[src/tma_pkg.sv]
// Package for the temperature sequencer and converter output stage.
// Assumes one master clock (sys_clk) drives the whole block.
// Notes on behaviour
// - Temperature request waits for next zero crossing.
// - On crossing, sensor replaces first-channel converter input.
// - Result written 24 master-clock cycles after start.
// - Enabled completion drives active-low interrupt low.
// - Result is signed 8-bit, zero near seventy degrees.
// - Modulator clock is master clock divided by four.
// - Decimator averages bitstream into 20-bit words.
// - Both converters share one identical code scaling.
// - Waveform words are signed 20-bit at up to clock/128.
// - Overrange saturates at 40000h and C0000h.
// - Nominal full scale swings D7AE1h to 2851Fh.
// - First-channel output gain adjustable by plus/minus half.
// - Status flags set regardless of enable mask.
package tma_pkg;

   // -------------------------------------------------------------
   // Timing
   // -------------------------------------------------------------
   localparam int unsigned CLK_HZ         = 20_000_000;
   localparam int unsigned TEMP_CONV_CYC  = 24;
   localparam int unsigned MOD_CLK_DIV    = 4;
   localparam int unsigned DECIM_CYC      = 128;
   localparam int unsigned DECIM_SAMPLES  = DECIM_CYC / MOD_CLK_DIV;

   // -------------------------------------------------------------
   // Widths and codes
   // -------------------------------------------------------------
   localparam int unsigned WORD_W         = 20;
   localparam int unsigned SUM_W          = 7;
   localparam int unsigned GAIN_W         = 12;
   localparam int unsigned GAIN_FRAC      = 12;
   localparam int unsigned SCALE_SHIFT    = 13;
   localparam int unsigned TEMP_W         = 8;
   localparam int unsigned TACC_W         = 6;
   localparam logic signed [WORD_W:0] CODE_POS_LIMIT = 21'sh04_0000;
   localparam logic signed [WORD_W:0] CODE_NEG_LIMIT = -21'sh04_0000;
   localparam logic [WORD_W-1:0]      NOM_FS_POS     = 20'h2_851F;
   localparam logic [WORD_W-1:0]      NOM_FS_NEG     = 20'hD_7AE1;

   // -------------------------------------------------------------
   // Status and enable bit positions
   // -------------------------------------------------------------
   localparam int unsigned ST_OVERRUN     = 0;
   localparam int unsigned ST_WAVE_SAMPLE = 3;
   localparam int unsigned ST_TEMP_DONE   = 5;
   localparam int unsigned ST_W           = 8;
   localparam logic [ST_W-1:0] STATUS_RESET = 8'h00;

   // -------------------------------------------------------------
   // Types
   // -------------------------------------------------------------
   typedef enum logic [1:0] {
      TMA_T_IDLE    = 2'b00,
      TMA_T_PENDING = 2'b01,
      TMA_T_CONVERT = 2'b10
   } tma_temp_state_t;

   typedef struct packed {
      logic              chan;
      logic [WORD_W-1:0] code;
   } tma_wave_word_t;

   localparam int unsigned WAVE_W = $bits(tma_wave_word_t);

endpackage : tma_pkg

[src/tma_skid_buf.sv]
// Two-entry buffer with valid/ready on both sides.
// Assumes producer and consumer share the same clock.
`timescale 1ns/100ps
module tma_skid_buf #(
   parameter int unsigned WIDTH = 21
) (
   // Clock and reset
   input  wire logic             sys_clk,
   input  wire logic             reset,
   // Filling side
   input  wire logic [WIDTH-1:0] in_data,
   input  wire logic             in_valid,
   output logic                  in_ready,
   // Draining side
   output logic [WIDTH-1:0]      out_data,
   output logic                  out_valid,
   input  wire logic             out_ready
);

   logic [WIDTH-1:0] skid_q;
   logic             skid_v_q;
   wire              out_free = !out_valid || out_ready;
   wire              push     = in_valid && in_ready;

   // Ready comes from a flop so the producer never sees a combinational path
   assign in_ready = !skid_v_q;

   always_ff @(posedge sys_clk or posedge reset) begin
      if (reset) begin
         out_data  <= '0;
         out_valid <= 1'b0;
         skid_q    <= '0;
         skid_v_q  <= 1'b0;
      end else begin
         if (out_free) begin
            out_valid <= skid_v_q || push;
            out_data  <= skid_v_q ? skid_q : in_data;
            skid_v_q  <= skid_v_q && push;
            if (skid_v_q && push) begin
               skid_q <= in_data;
            end
         end else if (push) begin
            skid_q   <= in_data;
            skid_v_q <= 1'b1;
         end
      end
   end

endmodule : tma_skid_buf

[src/tma_temp_adc.sv]
// Temperature sequencer and sigma-delta converter digital output stage.
// Assumes modulator bitstreams and zero-crossing arrive from the analog side
// asynchronously, and that mode/enable/gain inputs come from registers
// on sys_clk.
`timescale 1ns/100ps
module tma_temp_adc #(
   parameter logic signed [7:0] TEMP_SCALE  = 8'sh04,
   parameter logic signed [7:0] TEMP_OFFSET = 8'sh00
) (
   // Clock and reset
   input  wire logic                    sys_clk,
   input  wire logic                    reset,
   // Analog side
   input  wire logic                    mod_bit_ch1,
   input  wire logic                    mod_bit_ch2,
   input  wire logic                    zero_cross,
   output logic                         mod_clk,
   output logic                         temp_route_sel,
   // Control from mode and enable registers
   input  wire logic                    temp_request,
   input  wire logic [1:0]              wave_rate_sel,
   input  wire logic                    wave_src_sel,
   input  wire logic                    wave_enable,
   input  wire logic signed [11:0]      ch1_gain,
   input  wire logic [7:0]              interrupt_enable_mask,
   input  wire logic                    status_read_and_clear,
   // Results
   output logic [7:0]                   die_temperature_result,
   output logic [7:0]                   status,
   output logic                         irq_n,
   // Waveform stream
   output tma_pkg::tma_wave_word_t      wave_data,
   output logic                         wave_valid,
   input  wire logic                    wave_ready
);

   localparam int unsigned W  = tma_pkg::WORD_W;
   localparam int unsigned SW = tma_pkg::SUM_W;
   localparam int unsigned PW = W + 1 + tma_pkg::GAIN_W + 2;

   // -------------------------------------------------------------
   // Shared scaling and saturation
   // -------------------------------------------------------------
   // Both channels go through this so identical densities give identical codes while ch1_gain is zero
   function automatic logic signed [W:0] scale_sum(input logic signed [SW-1:0] s);
      logic signed [W:0] r;
      r = {{(W+1-SW){s[SW-1]}}, s} <<< tma_pkg::SCALE_SHIFT;
      return r;
   endfunction : scale_sum

   // Clamp instead of wrap on overrange
   function automatic logic [W-1:0] saturate(input logic signed [PW-1:0] v);
      logic [W-1:0] r;
      r = v[W-1:0];
      if (v > PW'(tma_pkg::CODE_POS_LIMIT)) begin
         r = tma_pkg::CODE_POS_LIMIT[W-1:0];
      end else if (v < PW'(tma_pkg::CODE_NEG_LIMIT)) begin
         r = tma_pkg::CODE_NEG_LIMIT[W-1:0];
      end
      return r;
   endfunction : saturate

   // -------------------------------------------------------------
   // Input synchronisers
   // -------------------------------------------------------------
   logic [2:0] sync1_q;
   logic [2:0] sync2_q;
   logic       zx_prev_q;
   wire        ch1_bit = sync2_q[0];
   wire        ch2_bit = sync2_q[1];
   wire        zx_rise = sync2_q[2] && !zx_prev_q;

   always_ff @(posedge sys_clk or posedge reset) begin
      if (reset) begin
         sync1_q   <= 3'h0;
         sync2_q   <= 3'h0;
         zx_prev_q <= 1'b0;
      end else begin
         sync1_q   <= {zero_cross, mod_bit_ch2, mod_bit_ch1};
         sync2_q   <= sync1_q;
         zx_prev_q <= sync2_q[2];
      end
   end

   // -------------------------------------------------------------
   // Modulator clock and decimation timing
   // -------------------------------------------------------------
   logic [1:0] div_q;
   logic [4:0] dec_cnt_q;
   wire        mod_tick = (div_q == 2'(tma_pkg::MOD_CLK_DIV - 1));
   wire        dec_last = mod_tick && (dec_cnt_q == 5'(tma_pkg::DECIM_SAMPLES - 1));

   always_ff @(posedge sys_clk or posedge reset) begin
      if (reset) begin
         div_q     <= 2'h0;
         mod_clk   <= 1'b0;
         dec_cnt_q <= 5'h0_0;
      end else begin
         div_q   <= div_q + 2'h1;
         mod_clk <= (div_q >= 2'(tma_pkg::MOD_CLK_DIV / 2 - 1)) && !mod_tick;
         if (mod_tick) begin
            dec_cnt_q <= dec_last ? 5'h0_0 : dec_cnt_q + 5'h0_1;
         end
      end
   end

   // -------------------------------------------------------------
   // Decimating averager, one per channel
   // -------------------------------------------------------------
   logic signed [SW-1:0] acc1_q;
   logic signed [SW-1:0] acc2_q;
   logic [W-1:0]         code1_q;
   logic [W-1:0]         code2_q;
   logic                 code_new_q;

   wire signed [SW-1:0] step1 = ch1_bit ? 7'sh01 : -7'sh01;
   wire signed [SW-1:0] step2 = ch2_bit ? 7'sh01 : -7'sh01;
   wire signed [SW-1:0] sum1  = acc1_q + step1;
   wire signed [SW-1:0] sum2  = acc2_q + step2;
   // Gain factor 1 + g/4096 spans roughly 0.5 to 1.5
   wire signed [tma_pkg::GAIN_W+1:0] gain_fac =
      14'sh1000 + {{2{ch1_gain[11]}}, ch1_gain};
   wire signed [PW-1:0] prod1 = scale_sum(sum1) * gain_fac;
   wire signed [PW-1:0] gained1 = prod1 >>> tma_pkg::GAIN_FRAC;
   wire signed [PW-1:0] plain2 = PW'(scale_sum(sum2));

   always_ff @(posedge sys_clk or posedge reset) begin
      if (reset) begin
         acc1_q     <= 7'sh00;
         acc2_q     <= 7'sh00;
         code1_q    <= 20'h0_0000;
         code2_q    <= 20'h0_0000;
         code_new_q <= 1'b0;
      end else begin
         code_new_q <= dec_last;
         if (mod_tick) begin
            acc1_q <= dec_last ? 7'sh00 : sum1;
            acc2_q <= dec_last ? 7'sh00 : sum2;
         end
         if (dec_last) begin
            code1_q <= saturate(gained1);
            code2_q <= saturate(plain2);
         end
      end
   end

   // -------------------------------------------------------------
   // Waveform rate selection and stream
   // -------------------------------------------------------------
   logic [2:0]              rate_cnt_q;
   logic                    hold_v_q;
   tma_pkg::tma_wave_word_t hold_q;
   logic                    buf_ready;
   wire [2:0] rate_max  = 3'((4'h1 << wave_rate_sel) - 4'h1);
   wire       rate_hit  = code_new_q && wave_enable && (rate_cnt_q >= rate_max);
   wire       hold_take = hold_v_q && buf_ready;
   wire       overrun   = rate_hit && hold_v_q && !buf_ready;

   always_ff @(posedge sys_clk or posedge reset) begin
      if (reset) begin
         rate_cnt_q <= 3'h0;
         hold_v_q   <= 1'b0;
         hold_q     <= '0;
      end else begin
         if (code_new_q) begin
            rate_cnt_q <= rate_hit ? 3'h0 : rate_cnt_q + 3'h1;
         end
         // A stalled word is kept; the newer one is dropped and flagged
         if (rate_hit && !(hold_v_q && !buf_ready)) begin
            hold_q   <= '{chan: wave_src_sel, code: wave_src_sel ? code2_q : code1_q};
            hold_v_q <= 1'b1;
         end else if (hold_take) begin
            hold_v_q <= 1'b0;
         end
      end
   end

   tma_skid_buf #(
      .WIDTH (tma_pkg::WAVE_W)
   ) u_buf (
      .sys_clk   (sys_clk),
      .reset     (reset),
      .in_data   (hold_q),
      .in_valid  (hold_v_q),
      .in_ready  (buf_ready),
      .out_data  (wave_data),
      .out_valid (wave_valid),
      .out_ready (wave_ready)
   );

   // -------------------------------------------------------------
   // Temperature sequencer
   // -------------------------------------------------------------
   tma_pkg::tma_temp_state_t t_state_q;
   logic [4:0]               t_cnt_q;
   logic signed [tma_pkg::TACC_W-1:0] t_acc_q;
   logic                     temp_done;
   wire signed [tma_pkg::TACC_W-1:0] t_step = ch1_bit ? 6'sh01 : -6'sh01;
   wire signed [tma_pkg::TACC_W-1:0] t_sum  = t_acc_q + t_step;
   wire signed [15:0] t_prod = t_sum * TEMP_SCALE;
   // Zero code sits near seventy degrees; offset trims the uncalibrated sensor
   wire [7:0] t_code = 8'(t_prod) - TEMP_OFFSET;
   wire       t_last = (t_cnt_q == 5'(tma_pkg::TEMP_CONV_CYC - 1));

   always_ff @(posedge sys_clk or posedge reset) begin
      if (reset) begin
         t_state_q              <= tma_pkg::TMA_T_IDLE;
         t_cnt_q                <= 5'h0_0;
         t_acc_q                <= 6'sh00;
         temp_route_sel         <= 1'b0;
         die_temperature_result <= 8'h00;
         temp_done              <= 1'b0;
      end else begin
         temp_done <= 1'b0;
         case (t_state_q)
            tma_pkg::TMA_T_IDLE: begin
               if (temp_request) begin
                  t_state_q <= tma_pkg::TMA_T_PENDING;
               end
            end
            tma_pkg::TMA_T_PENDING: begin
               if (zx_rise) begin
                  t_state_q      <= tma_pkg::TMA_T_CONVERT;
                  temp_route_sel <= 1'b1;
                  t_cnt_q        <= 5'h0_0;
                  t_acc_q        <= 6'sh00;
               end
            end
            tma_pkg::TMA_T_CONVERT: begin
               t_cnt_q <= t_cnt_q + 5'h0_1;
               t_acc_q <= t_sum;
               if (t_last) begin
                  t_state_q              <= tma_pkg::TMA_T_IDLE;
                  temp_route_sel         <= 1'b0;
                  die_temperature_result <= t_code;
                  temp_done              <= 1'b1;
               end
            end
            default: begin
               t_state_q      <= tma_pkg::TMA_T_IDLE;
               temp_route_sel <= 1'b0;
            end
         endcase
      end
   end

   // -------------------------------------------------------------
   // Status flags and interrupt
   // -------------------------------------------------------------
   logic [7:0] st_set;
   always_comb begin
      st_set = 8'h00;
      st_set[tma_pkg::ST_TEMP_DONE]   = temp_done;
      st_set[tma_pkg::ST_WAVE_SAMPLE] = rate_hit;
      st_set[tma_pkg::ST_OVERRUN]     = overrun;
   end
   // New events win over a simultaneous read-and-clear
   wire [7:0] status_d = (status_read_and_clear ? 8'h00 : status) | st_set;

   always_ff @(posedge sys_clk or posedge reset) begin
      if (reset) begin
         status <= tma_pkg::STATUS_RESET;
         irq_n  <= 1'b1;
      end else begin
         status <= status_d;
         irq_n  <= ~|(status_d & interrupt_enable_mask);
      end
   end

endmodule : tma_temp_adc

[config.mk]
export PLATFORM = sky130hd
export DESIGN_NAME = tma_temp_adc
export DESIGN_NICKNAME = d
export VERILOG_FILES = /design/src/tma_pkg.sv /design/src/tma_skid_buf.sv /design/src/tma_temp_adc.sv
export SDC_FILE = /design/constraint.sdc
export NUM_CORES = 1
export LEC_CHECK = 0
export BUFFER_PORTS_ARGS = -buffer_cell sky130_fd_sc_hd__buf_4
export CORE_AREA = 2 2 131 133
export DETAILED_ROUTE_END_ITERATION = 6
export DIE_AREA = 0 0 133 135
export PLACE_DENSITY = 0.8
export RECOVER_POWER = 100
export SLEW_MARGIN = 20
export SYNTH_ARGS = -nofsm -noshare
export SYNTH_HDL_FRONTEND = slang
export SYNTH_SLANG_ARGS = --single-unit
[constraint.sdc]
create_clock -name sys_clk -period 7.6 [get_ports sys_clk]
set_input_delay 1.52 -clock sys_clk [delete_from_list [all_inputs] [get_ports sys_clk]]
set_output_delay 1.52 -clock sys_clk [all_outputs]
set_load 0.1 [all_outputs]
==> qor_table.md <==
| Parameter | This run | Unit |
|---|---|---|
| Clock latency on the worst-skew pair | 420 | ps |
| Worst hold stages | 0 | - |
| Worst clock skew on the final layout | 8.47 | ps |
| Number of inserted diodes | 0 | - |
| CTS Buffer Depth | 2 | - |
| Slowest library cell on the worst path | sky130_fd_sc_hd__fa_1 | - |
| Clock tree root driver cell | sky130_fd_sc_hd__clkbuf_16 | - |
| R2R Setup Slk | 360 | ps |
| Final std cell area, no fill | 0.0114 | mm^2 |
| Maximum number of pins on one net before global-route repair | 101 | - |
| Number of buffers added on ports | 69 | - |
| Number of flip-flops and latches in the synthesized netlist | 151 | - |
| Fraction of layout cells with a size suffix above 1 | 15.4 | % |
| Number of antenna violations at the first check in global routing | 0 | - |
| Count of mapped cells out of synthesis | 1016 | - |
| Distinct cell type count of the synthesized netlist | 66 | - |
| Non-filler instance count after layout | 1308 | - |
| Largest cells by area after synthesis | sky130_fd_sc_hd__dfrtp_1, sky130_fd_sc_hd__fa_1, sky130_fd_sc_hd__ha_1 | - |
| Fraction of the yosys area taken by sequential cells | 37.6 | % |
| Kind of launch point of the worst setup path | register | - |
| Min-Delay Startpoint | sync1_q[1] | - |
| Final slew viol count | 0 | - |
| Cells after DPL | 1273 | - |
| RR Endpoint | code1_q[9] | - |
| Wire length of the first global-routing pass | 33900 | um |
| Standard-cell rows | 47 | - |
| Max-Slew Margin vs Limit | 5.47 | % |
| Min-Delay Path Class | register to register | - |
| Total congestion overflow after global routing | 0 | - |
| Number of global-route vias before repair | 7188 | - |
| Required time reported for the critical path endpoint | 7910 | ps |
| Count of nets after finishing | 1240 | - |
| Crit path max-delay family | adder cells | - |
| Number of nets still failing antenna checks after routing | 0 | - |
| Final critical-path share of the clock period | 95.3 | % |
| Layout overhead on the synthesized area | 13.6 | % |
| Clk pin slew, worst setup/hold paths | 60 | ps |
| Fraction of post-synthesis cell area in the top cell type by area | 37.4 | % |
| Largest area contributor in the netlist | sky130_fd_sc_hd__dfrtp_1 | - |
| Drt pass-1 iters | 5 | - |
| CTS sink count | 151 | - |
| Status | finished, final reports clean | - |
| Setup TNS after final layout | 0 | ps |
| # hold bufs at CTS | 0 | - |
| Final weighted congestion in routability-driven placement | 0.873 | - |
| Number of synthesized flops with an enable pin | 0 | - |
| Endpoint type of the worst setup path | register | - |
| Num CTS Buffers | 17 | - |
| Final Hold Vio Count | 0 | - |
| Number of buffers and inverters on the critical path | 4 | - |
| Reg-to-reg critical path startpoint | sync2_q[0] | - |
| Iteration-0 DRC count of the detailed router | 429 | - |
| Arrival time of the worst setup path | 7550 | ps |
| Post-detailed-route via-to-cell ratio | 5.39 | - |
| Combined area of all synthesized cells | 0.0100 | mm^2 |
| Number of max-cap violations | 0 | - |
| Largest incremental delay on the critical path | 540 | ps |
| Post-placement cell area | 0.0107 | mm^2 |
| Overall die area | 0.0180 | mm^2 |
| FMAX | 138 | MHz |
| Most frequent cells after synthesis | sky130_fd_sc_hd__dfrtp_1, sky130_fd_sc_hd__inv_1, sky130_fd_sc_hd__nand2_1 | - |
| Number of I/O pins | 73 | - |
| Total DRC errors in the routed layout | 0 | - |
| Most frequent cell after synthesis | sky130_fd_sc_hd__dfrtp_1 | - |
| Worst path most repeated cell | sky130_fd_sc_hd__fa_1 | - |
| Async set-reset flop share out of synthesis | 100 | % |
| Wire length per cell | 14.9 | um |
| Minimum period implied by the final worst setup slack | 7240 | ps |
| Mean cell area of the mapped netlist | 9.89 | um^2 |
| Critical Path Fanout Max | 17 | - |
| Number of vias in the routed layout | 7052 | - |
| Type of the setup path with the least slack | register to register | - |
| Warnings from Yosys | 0 | - |
| Total global-route track usage | 23.4 | % |
| CTS tree | yes | - |
| Horizontal extent of the die | 133 | um |
| Final core utilization | 69.6 | % |
| Sum of routed wire length over all layers | 19400 | um |
| Hold Crit Endpoint | sync2_q[1] | - |
| Htree depth | 4 | - |
| Effective utilization at floorplan | 61.2 | % |
| Number of cell instances on the worst register-to-register path | 25 | - |
| Final setup violation count | 0 | - |
| Transition time of the tightest slew-check pin | 1420 | ps |
| Die Y-Extent | 135 | um |
| Placeable core area | 0.0164 | mm^2 |
| Half-perimeter wire length after placement | 14300 | um |
| Flip-flop cell with the highest count after synthesis | sky130_fd_sc_hd__dfrtp_1 | - |
-- cell usage in the layout, fill, tap and decap left out, types with 5 or more instances in the layout --
| cell | synthesis | layout |
|---|---|---|
| sky130_fd_sc_hd__dfrtp_1 | 150 | 149 |
| sky130_fd_sc_hd__inv_1 | 129 | 127 |
| sky130_fd_sc_hd__nand2_1 | 105 | 105 |
| sky130_fd_sc_hd__ha_1 | 73 | 73 |
| sky130_fd_sc_hd__buf_4 | 3 | 73 |
| sky130_fd_sc_hd__o21ai_0 | 62 | 62 |
| sky130_fd_sc_hd__fa_1 | 58 | 58 |
| sky130_fd_sc_hd__nor2_1 | 57 | 57 |
| sky130_fd_sc_hd__and2_1 | 34 | 33 |
| sky130_fd_sc_hd__a21oi_1 | 31 | 31 |
| sky130_fd_sc_hd__nor2b_1 | 31 | 30 |
| sky130_fd_sc_hd__mux2i_1 | 30 | 30 |
| sky130_fd_sc_hd__mux2_2 | 26 | 26 |
| sky130_fd_sc_hd__clkbuf_16 | 0 | 17 |
| sky130_fd_sc_hd__xnor2_1 | 18 | 16 |
| sky130_fd_sc_hd__nand3b_1 | 14 | 14 |
| sky130_fd_sc_hd__a21o_1 | 12 | 12 |
| sky130_fd_sc_hd__xor2_1 | 12 | 12 |
| sky130_fd_sc_hd__nor3_2 | 11 | 12 |
| sky130_fd_sc_hd__nand2b_1 | 11 | 11 |
| sky130_fd_sc_hd__o22ai_1 | 11 | 11 |
| sky130_fd_sc_hd__nand3_1 | 9 | 9 |
| sky130_fd_sc_hd__a211oi_1 | 9 | 9 |
| sky130_fd_sc_hd__o21bai_1 | 7 | 7 |
| sky130_fd_sc_hd__a22o_1 | 6 | 6 |
| sky130_fd_sc_hd__nor3_1 | 6 | 5 |
| sky130_fd_sc_hd__or2_2 | 5 | 5 |
| sky130_fd_sc_hd__clkbuf_4 | 0 | 5 |
-- stage by stage --
step | setup WS, ps | hold slack, ps
finish | 361 | 353
global route | -7.11 | 356
CTS | 87.7 | 355
detailed placement | 144 | 341
global placement | 322 | 333
floorplan | 749 | 331
-- worst reg2reg max path, delay by kind of cell (launching register included) --
| kind | cells | cell delay (ps) |
|---|---|---|
| AOI/OAI and AO/OA | 10 | 2060 |
| xor gates and xnor gates | 1 | 280 |
| adders and majority gates | 6 | 2760 |
| buffers and inverters | 4 | 540 |
| DFF | 1 | 500 |
| and+or+nand+nor | 4 | 990 |
-- repair_timing --
action	4_1_cts	5_1_grt
resized for setup	0	5
endpoints found under the setup margin	0	17
setup buffers	0	5
-- state kept, by name, indices dropped and copies added (netlist names), 5 cells and up --
register / flops
u_buf.skid_q: 20
t_cnt_q: 5
code1_q: 19
die_temperature_result: 6
t_acc_q: 6
u_buf.out_data: 20
status: 8
code2_q: 7
acc1_q: 7
hold_q: 20
dec_cnt_q: 5
acc2_q: 7
-- worst max-delay path by stage --
stage	start	depth (start not counted)	slack (ps)	end
after floorplan	sync2_q[0]	26	750	code1_q[14]
after global placement	sync2_q[0]	23	320	code1_q[17]
after detailed placement	sync2_q[0]	23	140	code1_q[17]
after CTS	sync2_q[0]	23	90	code1_q[9]
after global routing	sync2_q[0]	25	-7	code1_q[9]
final	sync2_q[0]	25	360	code1_q[9]
-- per-layer routing --
metal / vias to the layer above / part of all wire (%) / global-route usage [%]
li1: 3473 / - / -
met1: 3446 / 47 / 31.5
met2: 111 / 49 / 39.8
met3: 22 / 2.7 / 3.72
met4: 0 / 1.2 / 6.33
met5: - / 0 / 0
-- cells by family after synthesis --
group,count (synthesis),share of synthesized area (%)
flops,151,37.6
xor+xnor,30,2.62
other cells,2,0.0748
fa+ha+maj,131,20.7
simple gates,302,15.3
buf+inv,171,6.58
mux,56,5.90
compound gates,173,11.2
-- final cells by class --
cell class                      instances  area, um^2
Sequential cell                       151        3780
Fill cell                            1240        4990
Tap cell                              220         275
Inverter                              130         497
Timing Repair Buffer                   81         613
Clock buffer                           18         429
Multi-Input combinational cell        696        5640
Clock inverter                         12         179
Power is not shown: default switching activity piles up to over one toggle a cycle in this logic, so the estimate is an artifact.
